### src/shared/tpd_pkg.sv
// Constants and types shared by the time-proportioned digital I/O point.
package tpd_pkg;
    localparam int          CLK_HZ          = 25_000_000;
    localparam int          TICK_MS         = 10;
    localparam int          TICK_CYCLES     = CLK_HZ / 1000 * TICK_MS;
    localparam int          TICKS_PER_TENTH = 100 / TICK_MS;
    localparam int          PCT_W           = 10;
    localparam logic [9:0]  PCT_FULL        = 10'h3e8;
    localparam logic [9:0]  PCT_ZERO        = 10'h000;
    localparam logic [9:0]  PERIOD_MIN      = 10'h001;
    localparam logic [9:0]  PERIOD_MAX      = 10'h258;
    localparam logic [9:0]  PERIOD_RESET    = 10'h064;
    localparam int          PTICK_W         = 13;
    localparam logic [1:0]  VAR_BLOCK_LAST  = 2'h2;
    localparam int          ACC_W           = 11;

    typedef enum logic [2:0] {
        DIR_DRY_CONTACT = 3'b001,
        DIR_OUTPUT      = 3'b010,
        DIR_VOLTAGE     = 3'b100
    } tpd_dir_t;

    typedef enum logic [1:0] {
        TB_FIXED    = 2'b01,
        TB_VARIABLE = 2'b10
    } tpd_tb_t;
endpackage : tpd_pkg

### src/core/tpd_io.sv
// Time-proportioned digital I/O point: output switching and input sensing.
// Operation
// - Digital off or zero percent demand keeps the output continuously off.
// - Digital on or full percent demand keeps the output continuously on.
// - Intermediate demand switches output so average on-time equals the percentage.
// - Fixed time base gives one on then one off interval per period.
// - Variable time base counts line cycles, switching at most every three.
// - Fixed period setting spans 0.1 to 60.0 seconds, used only in fixed mode.
// - Zero percent demand maps to zero, full to full, linear from low to high scale between.
// - The point is driven only when direction selects output.
// - Output direction accepts either on/off or percentage demand on one input.
// - Dry contact reports on for closure, off for open contact.
// - Voltage input reports off below 2 V and on above 3 V.
// - High scale setting, 0.0 to 100.0 percent, is the top of the scaled range; full demand gives 100.0 percent.
`timescale 1ns/1ps
module tpd_io #(
    parameter int TICK_CYCLES = tpd_pkg::TICK_CYCLES
) (
    input  wire logic                     clock,
    input  wire logic                     rst,
    input  wire tpd_pkg::tpd_dir_t        direction,
    input  wire tpd_pkg::tpd_tb_t         time_base,
    input  wire logic [tpd_pkg::PCT_W-1:0] fixed_period,
    input  wire logic [tpd_pkg::PCT_W-1:0] demand_pct,
    input  wire logic                     demand_digital,
    input  wire logic                     demand_on,
    input  wire logic [tpd_pkg::PCT_W-1:0] low_scale,
    input  wire logic [tpd_pkg::PCT_W-1:0] high_scale,
    input  wire logic                     line_cycle,
    input  wire logic                     contact_closed,
    input  wire logic                     contact_open,
    input  wire logic                     volt_high,
    input  wire logic                     volt_low,
    input  wire logic                     point_in,
    output logic                          point_out,
    output logic                          point_oe,
    output logic                          input_state,
    output logic      [tpd_pkg::PCT_W-1:0] active_pct
);
    import tpd_pkg::*;

    // Everything the point remembers apart from the scaled duty held in tpd_scale, registered as one word.
    typedef struct packed {
        logic [22:0]        tick_cnt;
        logic [PTICK_W-1:0] per_cnt;
        logic [PTICK_W-1:0] per_ticks;
        logic [PTICK_W-1:0] on_ticks;
        logic [PCT_W-1:0]   pct;
        logic [1:0]         vcyc;
        logic [ACC_W-1:0]   acc;
        logic               blk_on;
        logic               line_prev;
        logic               drive;
        logic               in_state;
    } tpd_io_state_t;

    tpd_io_state_t state_q;
    tpd_io_state_t state_d;

    logic [PCT_W-1:0] duty_pct;

    tpd_scale u_scale (
        .clock          (clock),
        .rst            (rst),
        .demand_pct     (demand_pct),
        .demand_digital (demand_digital),
        .demand_on      (demand_on),
        .low_scale      (low_scale),
        .high_scale     (high_scale),
        .duty_pct       (duty_pct)
    );

    function automatic logic [PCT_W-1:0] tpd_clamp_period(input logic [PCT_W-1:0] p);
        if (p < PERIOD_MIN) begin
            tpd_clamp_period = PERIOD_MIN;
        end else if (p > PERIOD_MAX) begin
            tpd_clamp_period = PERIOD_MAX;
        end else begin
            tpd_clamp_period = p;
        end
    endfunction : tpd_clamp_period

    function automatic logic tpd_is_output(input tpd_dir_t d);
        tpd_is_output = (d == DIR_OUTPUT);
    endfunction : tpd_is_output

    function automatic logic tpd_is_fixed(input tpd_tb_t t);
        tpd_is_fixed = (t == TB_FIXED);
    endfunction : tpd_is_fixed

    function automatic logic tpd_is_variable(input tpd_tb_t t);
        tpd_is_variable = (t == TB_VARIABLE);
    endfunction : tpd_is_variable

    function automatic logic tpd_fixed_level(input logic [PCT_W-1:0]   pct,
                                             input logic [PTICK_W-1:0] cnt,
                                             input logic [PTICK_W-1:0] on_len);
        if (pct == PCT_ZERO) begin
            tpd_fixed_level = 1'b0;
        end else if (pct == PCT_FULL) begin
            tpd_fixed_level = 1'b1;
        end else begin
            tpd_fixed_level = (cnt < on_len);
        end
    endfunction : tpd_fixed_level

    logic               tick;
    logic               line_edge;
    logic               period_end;
    logic               block_start;
    logic               block_full;
    logic [PCT_W-1:0]   per_tenths;
    logic [PTICK_W-1:0] new_per;
    logic [PTICK_W-1:0] new_on;
    logic [23:0]        on_prod;
    logic [ACC_W-1:0]   acc_sum;

    always_comb begin
        state_d     = state_q;
        // The tick is a one-cycle enable every TICK_CYCLES clocks; fixed-mode timing counts ticks.
        tick        = (state_q.tick_cnt == 23'(TICK_CYCLES - 1));
        line_edge   = line_cycle && !state_q.line_prev;
        // A zero period length exists only after reset, so the first period starts at the first tick.
        period_end  = (state_q.per_ticks == PTICK_W'(0)) || (state_q.per_cnt >= state_q.per_ticks - PTICK_W'(1));
        block_start = tpd_is_variable(time_base) && line_edge && (state_q.vcyc == 2'h0);
        per_tenths  = tpd_clamp_period(fixed_period);
        new_per     = PTICK_W'(per_tenths * TICKS_PER_TENTH);
        on_prod     = {14'h0000, per_tenths} * {14'h0000, duty_pct};
        new_on      = PTICK_W'(on_prod / 24'h000064);
        acc_sum     = {1'b0, state_q.acc[PCT_W-1:0]} + {1'b0, duty_pct};
        block_full  = (acc_sum >= {1'b0, PCT_FULL});

        state_d.line_prev = line_cycle;
        state_d.tick_cnt  = tick ? 23'h000000 : state_q.tick_cnt + 23'h000001;

        // Settings, and in fixed mode the duty, are latched only when a period ends, so a change never cuts an interval short.
        if (tick) begin
            if (period_end) begin
                state_d.per_cnt   = PTICK_W'(0);
                state_d.per_ticks = new_per;
                state_d.on_ticks  = new_on;
                if (tpd_is_fixed(time_base)) begin
                    state_d.pct = duty_pct;
                end
            end else begin
                state_d.per_cnt = state_q.per_cnt + PTICK_W'(1);
            end
        end

        // The accumulator carries what a block leaves over, so the average on-time matches the duty.
        if (block_start) begin
            state_d.pct = duty_pct;
            if (block_full) begin
                state_d.blk_on = 1'b1;
                state_d.acc    = acc_sum - {1'b0, PCT_FULL};
            end else begin
                state_d.blk_on = 1'b0;
                state_d.acc    = acc_sum;
            end
        end
        if (tpd_is_variable(time_base) && line_edge) begin
            state_d.vcyc = (state_q.vcyc == VAR_BLOCK_LAST) ? 2'h0 : state_q.vcyc + 2'h1;
        end

        // An unknown time base code keeps the output off rather than guessing a method.
        case (time_base)
            TB_FIXED: begin
                state_d.drive = tpd_fixed_level(state_d.pct, state_d.per_cnt, state_d.on_ticks);
            end
            TB_VARIABLE: begin
                state_d.drive = state_d.blk_on;
            end
            default: begin
                state_d.drive = 1'b0;
            end
        endcase

        // Between the two thresholds the sensed state holds, which gives the input its hysteresis.
        case (direction)
            DIR_DRY_CONTACT: begin
                if (contact_closed) begin
                    state_d.in_state = 1'b1;
                end else if (contact_open) begin
                    state_d.in_state = 1'b0;
                end else begin
                    state_d.in_state = state_q.in_state;
                end
            end
            DIR_VOLTAGE: begin
                if (volt_high) begin
                    state_d.in_state = 1'b1;
                end else if (volt_low) begin
                    state_d.in_state = 1'b0;
                end else begin
                    state_d.in_state = state_q.in_state;
                end
            end
            DIR_OUTPUT: begin
                state_d.in_state = point_in;
            end
            default: begin
                state_d.in_state = 1'b0;
            end
        endcase
    end

    always_ff @(posedge clock or posedge rst) begin
        if (rst) begin
            state_q <= '0;
        end else begin
            state_q <= state_d;
        end
    end

    // The enable follows direction at once, so the pin is released in the cycle the point becomes an input.
    assign point_oe    = tpd_is_output(direction);
    assign point_out   = point_oe && state_q.drive;
    assign input_state = state_q.in_state;
    assign active_pct  = state_q.pct;
endmodule : tpd_io

### src/core/tpd_scale.sv
// Demand selection and low/high power scaling.
`timescale 1ns/1ps
module tpd_scale (
    input  wire logic                     clock,
    input  wire logic                     rst,
    input  wire logic [tpd_pkg::PCT_W-1:0] demand_pct,
    input  wire logic                     demand_digital,
    input  wire logic                     demand_on,
    input  wire logic [tpd_pkg::PCT_W-1:0] low_scale,
    input  wire logic [tpd_pkg::PCT_W-1:0] high_scale,
    output logic      [tpd_pkg::PCT_W-1:0] duty_pct
);
    import tpd_pkg::*;

    typedef struct packed {
        logic [PCT_W-1:0] pct;
    } tpd_scale_state_t;

    tpd_scale_state_t state_q;
    tpd_scale_state_t state_d;

    function automatic logic [PCT_W-1:0] tpd_clamp_pct(input logic [PCT_W-1:0] v);
        tpd_clamp_pct = (v > PCT_FULL) ? PCT_FULL : v;
    endfunction : tpd_clamp_pct

    logic        [PCT_W-1:0] eff;
    logic        [PCT_W-1:0] lo;
    logic        [PCT_W-1:0] hi;
    logic signed [11:0]      span;
    logic signed [23:0]      prod;
    logic signed [23:0]      scaled;

    always_comb begin
        state_d = state_q;
        lo      = tpd_clamp_pct(low_scale);
        hi      = tpd_clamp_pct(high_scale);
        eff     = demand_digital ? (demand_on ? PCT_FULL : PCT_ZERO) : tpd_clamp_pct(demand_pct);
        span    = $signed({2'b00, hi}) - $signed({2'b00, lo});
        prod    = span * $signed({14'h0000, eff});
        scaled  = $signed({14'h0000, lo}) + prod / $signed(24'h0003e8);
        if (eff == PCT_ZERO) begin
            state_d.pct = PCT_ZERO;
        end else if (eff == PCT_FULL) begin
            state_d.pct = PCT_FULL;
        end else begin
            state_d.pct = scaled[PCT_W-1:0];
        end
    end

    always_ff @(posedge clock or posedge rst) begin
        if (rst) begin
            state_q <= '0;
        end else begin
            state_q <= state_d;
        end
    end

    assign duty_pct = state_q.pct;
endmodule : tpd_scale

### config.mk
export PLATFORM = sky130hd
export DESIGN_NAME = tpd_io
export DESIGN_NICKNAME = d
export VERILOG_FILES = /design/src/shared/tpd_pkg.sv /design/src/core/tpd_io.sv /design/src/core/tpd_scale.sv
export SDC_FILE = /design/constraint.sdc
export NUM_CORES = 1
export LEC_CHECK = 0
export ABC_AREA = 1
export ABC_CLOCK_PERIOD_IN_PS = 24400
export BUFFER_PORTS_ARGS = -buffer_cell sky130_fd_sc_hd__buf_4
export CAP_MARGIN = 20
export CORE_MARGIN = 1
export CORE_UTILIZATION = 45
export DETAILED_ROUTE_END_ITERATION = 10
export PLACE_DENSITY = 0.72
export REMOVE_ABC_BUFFERS = 1
export SLEW_MARGIN = 20
export SYNTH_ARGS = -nofsm -noshare
export SYNTH_HDL_FRONTEND = slang
export SYNTH_SLANG_ARGS = --single-unit
### constraint.sdc
create_clock -name clock -period 24.4 [get_ports clock]
set_input_delay 3.66 -clock clock [delete_from_list [all_inputs] [get_ports clock]]
set_output_delay 3.66 -clock clock [all_outputs]
set_load 0.01 [all_outputs]
==> results.toml, run 1 <==
[status]
status = "completed"

[grt]
use_met2_pct = 38.3
grt_use_met1_pct = 28.4
grt_pass1_vias = 18688
grt_max_degree = 66
gr-total-overflow = 0
gr-max-usage-layer = "met2"
grt_pass1_wl_mm = 85.6
grt_use_total_pct = 21.8
antenna_found_initial = 0
grt_use_met3_pct = 2.36

[cells_and_area]
ff_latch_area_mm2 = 0.00243
area_growth_pct = 6.70
antenna_cells = 0
nFillCells = 4678
final_nets = 3606
multi_input_area_mm2 = 0.0156
final_util_pct = 48.8
drive_gt1_share_pct = 10.3

[worst_setup_path]
crit_top_cell = "nand2_1"
crit_path_end_kind = "flop"
critical-path-slowest-cell = "fa_1"
setup.worst_path.end = "u_scale.duty_pct[9]"
crit_fanout = 30
max_stage_delay_ns = 0.77
reg2reg_to = "state_q[1]"
critPathLaunchType = "primary input"
cp.required_ns = 24.66
r2r_setup_slack_ns = 11.65
worstReg2RegStart = "u_scale.duty_pct[9]"
r2r_cells = 78
path_class = "primary input to flop"
worstPathArrival_ns = 21.40
worstSetupStartpoint = "low_scale[5]"

[sta]
fmax_mhz = 47.3
slew_headroom_pct = 27.4
period_share_pct = 86.6
setup_viol = 0
worst_slack_ns = 3.26
slew_viol_final = 0
finalClockSkew_ns = 0.0142
rsz0062_at_grt = "false"
worst_pin_slew_ns = 1.08
fin_setup_tns_ns = 0
min_period_ns = 21.14
hold_violations = 0

[placed_design]
gp_congestion = 0.923
io_buffers = 67
place_ws_ns = 2.98
hpwl_mm = 41.3

[detailed_routing]
routed-via-count = 19025
drc = 0
drt_iter0_drc = 1082
avgViaCountPerCell = 5.00
wl_mm = 48.7
first_pass_iters = 6
ant_nets = 0
wl_per_cell_um = 12.8

[synth]
ys_types = 60
synth_most_common_cell = "nand2_1"
async_flop_share_pct = 100
synthCells = 3160
yosysSeqAreaShare_pct = 11.7
syn_area_per_cell_um2 = 6.56
synth_edf_count = 0
synth-seq-cells = 97
synth_area_leaders = "fa_1, nand2_1, dfrtp_1"
synth_common_cells = "nand2_1, inv_1, nor2_1"
synth_top_flop_cell = "dfrtp_1"
synth_area_mm2 = 0.0207
synth_top_area_share_pct = 16.5
ys_warn_count = 0
yosysTopAreaCell = "fa_1"

[clock_network]
clk_pin_slew_ns = 0.08
clk_path_buf_depth = 2
cts_sinks = 97
postCtsSetupRepairBufs = 0
cts_tree = "done"
hold_buffers = 0
htreeDepth = 3
postCtsResizedCells = 0
insertion_delay_ns = 0.36
numCtsBuffers = 9
clockRootBuffer = "clkbuf_16"

[die]
die_x_um = 217
io-pin-count = 68
rows = 78
initial_core_util_pct = 45.7
dieHeight_um = 217
core_area_mm2 = 0.0454
dieArea_mm2 = 0.0470

[worst_hold_path]
hp-class = "flop to flop"
hold_depth = 2

[job]
drv_cap = 0
## cell usage in the layout (no fill, tap or decap), types with 5 or more instances in the layout
master     Yosys  layout
nor2_1       298     298
clkbuf_16      0       9
nand3b_1      10      10
o21ai_1       23      24
and2_1         8       8
xnor2_1       28      28
nand3_2       26      26
o31ai_1        5       5
nand4_1       53      53
nor4_1        12      12
nand2_2       80      80
buf_4         11      74
a31oi_1        7       7
inv_2         27      27
or2_2         27      27
a21oi_1      104     104
dfrtp_1       97      97
nor2_2        30      30
o21ai_0      104     103
o211ai_1       8       8
nand2_1      796     796
ha_1         183     183
clkinv_1      11      11
fa_1         171     171
a21oi_2        5       5
xor2_1        75      75
nor3_1        28      28
nand3_1      192     192
inv_1        633     632
o21bai_1       5       5
nand2_4       17      17
## logic make-up after synthesis
| kind of cell | Yosys count | share of synthesized area (%) |
|---|---|---|
| compound gates | 291 | 8.08 |
| xor+xnor | 106 | 4.58 |
| fa+ha+maj | 354 | 27.5 |
| buf+inv | 719 | 13.2 |
| flops | 97 | 11.7 |
| simple gates | 1593 | 34.9 |
## routing by layer
metal  vias to the layer above  wire, um
met5                         -         0
met1                      8707     22200
met2                       411     23100
met3                        61      2390
li1                       9846         -
met4                         0      1040
## cell type report
type	instances	share of cell area, %
inverters	671	11.4
clock buffers	9	1.02
flip-flops and latches	97	11.0
multi-input cells	2344	70.4
repair buffers	74	2.51
well taps	600	3.39
clock inverters	7	0.356
## worst max-delay path, delay by kind of cell
kind                       cells  cell delay, ns
and+or+nand+nor               70            8.82
adders and majority gates     10            4.44
xor gates and xnor gates       2            0.42
AOI/OAI and AO/OA             18            2.80
buffers and inverters         14            1.20
## worst min path at each step
stage / slack (ns) / end / startpoint
floorplan: 0.44 / state_q[3] / state_q[3]
global placement: 0.46 / state_q[3] / state_q[3]
detailed placement: 0.47 / state_q[3] / state_q[3]
CTS: 0.49 / state_q[3] / state_q[3]
global route: 0.51 / state_q[12] / state_q[12]
finish: 0.48 / state_q[3] / state_q[3]
## flip-flops by register name (all words and copies together) (netlist names)
register / cells
input_state: 1
u_scale.duty_pct: 10
active_pct: 10
state_q: 76
## through the flow
| step | instances | instance area (um^2) | hold WS (ns) |
|---|---|---|---|
| global route | 3802 | 22100 | 0.508 |
| finish | 3802 | 22100 | 0.484 |
| floorplan | 3112 | 20500 | 0.445 |
| CTS | 3802 | 22100 | 0.488 |
| global placement | 3786 | 21800 | 0.464 |
| detailed placement | 3786 | 21800 | 0.465 |
Power of run 1 is left out: the tool's default activity adds up to more than one toggle a clock period on the data nets, which glitch-free logic cannot reach.
==> inputs of run 2 (changes only) <==
--- a/config.mk
+++ b/config.mk
@@ -12,7 +12,7 @@
 export CORE_MARGIN = 1
 export CORE_UTILIZATION = 45
 export DETAILED_ROUTE_END_ITERATION = 10
-export PLACE_DENSITY = 0.72
+export PLACE_DENSITY = 0.73
 export REMOVE_ABC_BUFFERS = 1
 export SLEW_MARGIN = 20
 export SYNTH_ARGS = -nofsm -noshare
==> run 2 against run 1 <==
- die area stayed put
- final area hardly changed
- critical path depth is 2 higher
- non-clock buffer count did not move
- wire length hardly changed
- clock-buffer cell count unchanged
- setup slack gained 0.077 ns
- sequential cell count unchanged
- clock skew decreased by 0.0019 ns
- utilization is essentially flat
- maximum frequency up 0.37%
- largest cell class unchanged
==> results.toml, run 2 (synthesis results as in run 1) <==
[sta]
slew_viol_final = 0
slew_headroom_pct = 26.8
setup_viol = 0
min_period_ns = 21.06
worst_pin_slew_ns = 1.09
rsz0062_at_grt = "false"
finalClockSkew_ns = 0.0122
fin_setup_tns_ns = 0
fmax_mhz = 47.5
period_share_pct = 86.3
hold_violations = 0

[die]
core_area_mm2 = 0.0454
dieArea_mm2 = 0.0470
dieHeight_um = 217
die_x_um = 217
initial_core_util_pct = 45.7
rows = 78
io-pin-count = 68

[cells_and_area]
final_nets = 3606
drive_gt1_share_pct = 10.3
largest_reg_flops = 76
regMostFlops = "state_q"
final_common_cell = "nand2_1"
area_growth_pct = 6.65
most-common-layout-cells = "nand2_1, inv_1, nor2_1"
antenna_cells = 0

[detailed_routing]
wl_per_cell_um = 12.8
first_pass_iters = 7
drc = 0
routed-via-count = 19003
drt_iter0_drc = 1080
wl_mm = 48.7
avgViaCountPerCell = 5.00
ant_nets = 0

[worst_setup_path]
crit_fanout = 30
critPathLaunchType = "primary input"
crit_path_end_kind = "flop"
crit_top_cell = "nand2_1"
path_class = "primary input to flop"
critical-path-slowest-cell = "fa_1"
r2r_cells = 76
max_stage_delay_ns = 0.75
cp.required_ns = 24.66
worstPathArrival_ns = 21.32

[placed_design]
gp_congestion = 0.904
hpwl_mm = 41.1
io_buffers = 67

[worst_hold_path]
hp-class = "flop to flop"
hold_depth = 2

[status]
status = "completed"

[clock_network]
postCtsSetupRepairBufs = 0
postCtsResizedCells = 0
clockRootBuffer = "clkbuf_16"
hold_buffers = 0
clk_path_buf_depth = 2
numCtsBuffers = 9
insertion_delay_ns = 0.36
cts_tree = "done"
clk_pin_slew_ns = 0.08
cts_sinks = 97
htreeDepth = 3

[grt]
grt_pass1_wl_mm = 84.3
gr-total-overflow = 0
antenna_found_initial = 0
grt_pass1_vias = 18168
grt_use_total_pct = 21.5
grt_max_degree = 51

[job]
drv_cap = 0
==> run 2: cell counts in the layout (fill, tap and decap cells not counted) <==
Identical to the previous run, type by type.
==> run 2: final timing paths <==
check | startpoint | to | slack [ns]
worst max-delay path | low_scale[8] | u_scale.duty_pct[9] | 3.34
worst min-delay path | state_q[3] | state_q[3] | 0.49
worst max register to register | u_scale.duty_pct[9] | state_q[1] | 11.68
worst min register to register | state_q[3] | state_q[3] | 0.49
max in group asynchronous | rst | state_q[49] | 19.94
min in group asynchronous | rst | state_q[75] | 3.37
==> run 2: through the flow <==
stage / worst slack, ns / util (%) / hold slack [ns] / instance area [um^2] / cells
floorplan: 5.14 / - / 0.445 / 20500 / 3112
detailed placement: 2.97 / 48.1 / 0.468 / 21800 / 3786
finish: 3.34 / 48.7 / 0.488 / 22100 / 3802
global placement: 3.40 / 48.1 / 0.463 / 21800 / 3786
global route: 1.17 / 48.7 / 0.508 / 22100 / 3802
CTS: 3.35 / 48.7 / 0.490 / 22100 / 3802
==> run 2: layout make-up <==
class | count | area, um^2
repair buffers | 74 | 556
clock buffers | 9 | 225
fillers | 4661 | 23300
clock inverters | 7 | 68.8
multi-input cells | 2344 | 15600
inverters | 671 | 2520
flip-flops and latches | 97 | 2430
well taps | 600 | 751
==> run 2: layer usage <==
layer | GRT usage (%) | wire [um] | part of all wire, % | vias to the layer above
met3 | 2.16 | 2230 | 4.6 | 54
met4 | 5.23 | 1010 | 2.1 | 0
met2 | 37.4 | 23000 | 47 | 375
met1 | 28.6 | 22400 | 46 | 8743
li1 | - | - | - | 9831
met5 | 0 | 0 | 0 | -
==> run 2: critical path, delay by kind of cell <==
family,cells,cell delay (ns)
buf+inv,17,1.37
compound gates,17,2.57
simple gates,70,8.79
xor+xnor,2,0.41
fa+ha+maj,10,4.44
Power of run 2 is left out for the same reason.
==> inputs of run 3 (changes only) <==
--- a/config.mk
+++ b/config.mk
@@ -12,6 +12,7 @@
 export CORE_MARGIN = 1
 export CORE_UTILIZATION = 45
 export DETAILED_ROUTE_END_ITERATION = 10
+export GPL_TIMING_DRIVEN = 0
 export PLACE_DENSITY = 0.73
 export REMOVE_ABC_BUFFERS = 1
 export SLEW_MARGIN = 20
==> run 3 against run 2 <==
- final cell count decreased by 0.11%
- register-to-register slack got worse by 0.11 ns
- wire length decreased by 2.7%
- die area unchanged
- sequential share of layout area about the same
- non-clock buffer count decreased by 5
- first-iteration DRC count decreased by 2.0%
- maximum frequency decreased by 2.3%
- clock-buffer cell count increased by 1
- critical path depth decreased by 3
- via count decreased by 0.43%
- hold slack got worse by 0.0013 ns
==> results.toml, run 3 (synthesis results as in run 1) <==
[clock_network]
numCtsBuffers = 9
clk_path_buf_depth = 2
clk_pin_slew_ns = 0.07
cts_sinks = 97
insertion_delay_ns = 0.36
postCtsSetupRepairBufs = 0
hold_buffers = 0
clockRootBuffer = "clkbuf_16"
cts_tree = "done"
htreeDepth = 3
postCtsResizedCells = 0

[placed_design]
place_ws_ns = 2.50
gp_congestion = 0.898
io_buffers = 67
dp.cells = 3781
hpwl_mm = 40.1

[sta]
worst_pin_slew_ns = 1.03
fmax_mhz = 46.4
fin_setup_tns_ns = 0
worst_slack_ns = 2.84
min_period_ns = 21.56
setup_viol = 0
finalClockSkew_ns = 0.0124
hold_violations = 0
slew_headroom_pct = 30.8
rsz0062_at_grt = "false"
slew_viol_final = 0
period_share_pct = 88.4

[worst_hold_path]
min_to = "state_q[83]"
hold_depth = 1
min_from = "state_q[83]"
hp-class = "flop to flop"

[worst_setup_path]
r2r_setup_slack_ns = 11.57
max_stage_delay_ns = 0.77
path_class = "primary input to flop"
cp.required_ns = 24.66
worstPathArrival_ns = 21.82
worstReg2RegStart = "u_scale.duty_pct[9]"
critPathLaunchType = "primary input"
crit_top_cell = "nand2_1"
reg2reg_to = "state_q[1]"
critical-path-slowest-cell = "fa_1"
r2r_cells = 76
crit_fanout = 30
crit_path_end_kind = "flop"

[detailed_routing]
wl_per_cell_um = 12.5
ant_nets = 0
avgViaCountPerCell = 4.98
drt_iter0_drc = 1058
routed-via-count = 18922
drc = 0
wl_mm = 47.4
first_pass_iters = 8

[cells_and_area]
largest_reg_flops = 76
multi_input_area_mm2 = 0.0156
final_util_pct = 48.7
nFillCells = 4650
final_cells = 3798
area_growth_pct = 6.57
ff_latch_area_mm2 = 0.00243
most-common-layout-cells = "nand2_1, inv_1, nor2_1"
drive_gt1_share_pct = 10.2
final_nets = 3601
final_common_cell = "nand2_1"
regMostFlops = "state_q"

[die]
rows = 78
io-pin-count = 68
core_area_mm2 = 0.0454
die_x_um = 217
dieArea_mm2 = 0.0470
initial_core_util_pct = 45.7
dieHeight_um = 217

[status]
status = "completed"

[grt]
grt_use_total_pct = 21.2
grt_pass1_wl_mm = 83.7
grt_pass1_vias = 18327
antenna_found_initial = 1
grt_max_degree = 77
gr-total-overflow = 0

[job]
drv_cap = 0
## run 3: how the worst max path moves through the flow
stage                     cells past startpoint  slack, ns    startpoint                  end
after floorplan                             113       5.14  low_scale[8]  u_scale.duty_pct[9]
after global placement                      117       2.63  low_scale[8]  u_scale.duty_pct[9]
after detailed placement                    113       2.50  low_scale[8]  u_scale.duty_pct[9]
after CTS                                   113       2.87  low_scale[8]  u_scale.duty_pct[9]
after global routing                        115       1.08  low_scale[8]  u_scale.duty_pct[9]
final                                       113       2.84  low_scale[8]  u_scale.duty_pct[9]
## run 3: metrics by stage
stage,hold slack [ns],instance area [um^2]
4_1_cts,0.492,22100
2_1_floorplan,0.445,20500
5_1_grt,0.500,22100
6_report,0.487,22100
3_5_place_dp,0.474,21800
3_3_place_gp,0.470,21800
## run 3: final cells by class
class                      instances  area share [%]
tap                              600            3.40
inverter                         671            11.4
clock inverter                     6           0.215
timing repair buffer              69            2.43
clock buffer                      10            1.04
sequential                        97            11.0
antenna                            1          0.0113
multi-input combinational       2344            70.5
## run 3: worst max-delay path, delay by kind of cell
family,cells,cell delay (ns)
compound gates,17,2.65
xor+xnor,2,0.38
fa+ha+maj,9,4.34
buf+inv,18,1.58
simple gates,67,9.16
## run 3: per-layer routing
layer / global-route usage, % / share of wire [%] / up-vias
li1: - / - / 9836
met1: 27.5 / 46 / 8677
met2: 38.1 / 48 / 360
met3: 1.64 / 3.9 / 49
met4: 4.93 / 2.0 / 0
met5: 0 / 0 / -
Power of run 3 is left out for the same reason.
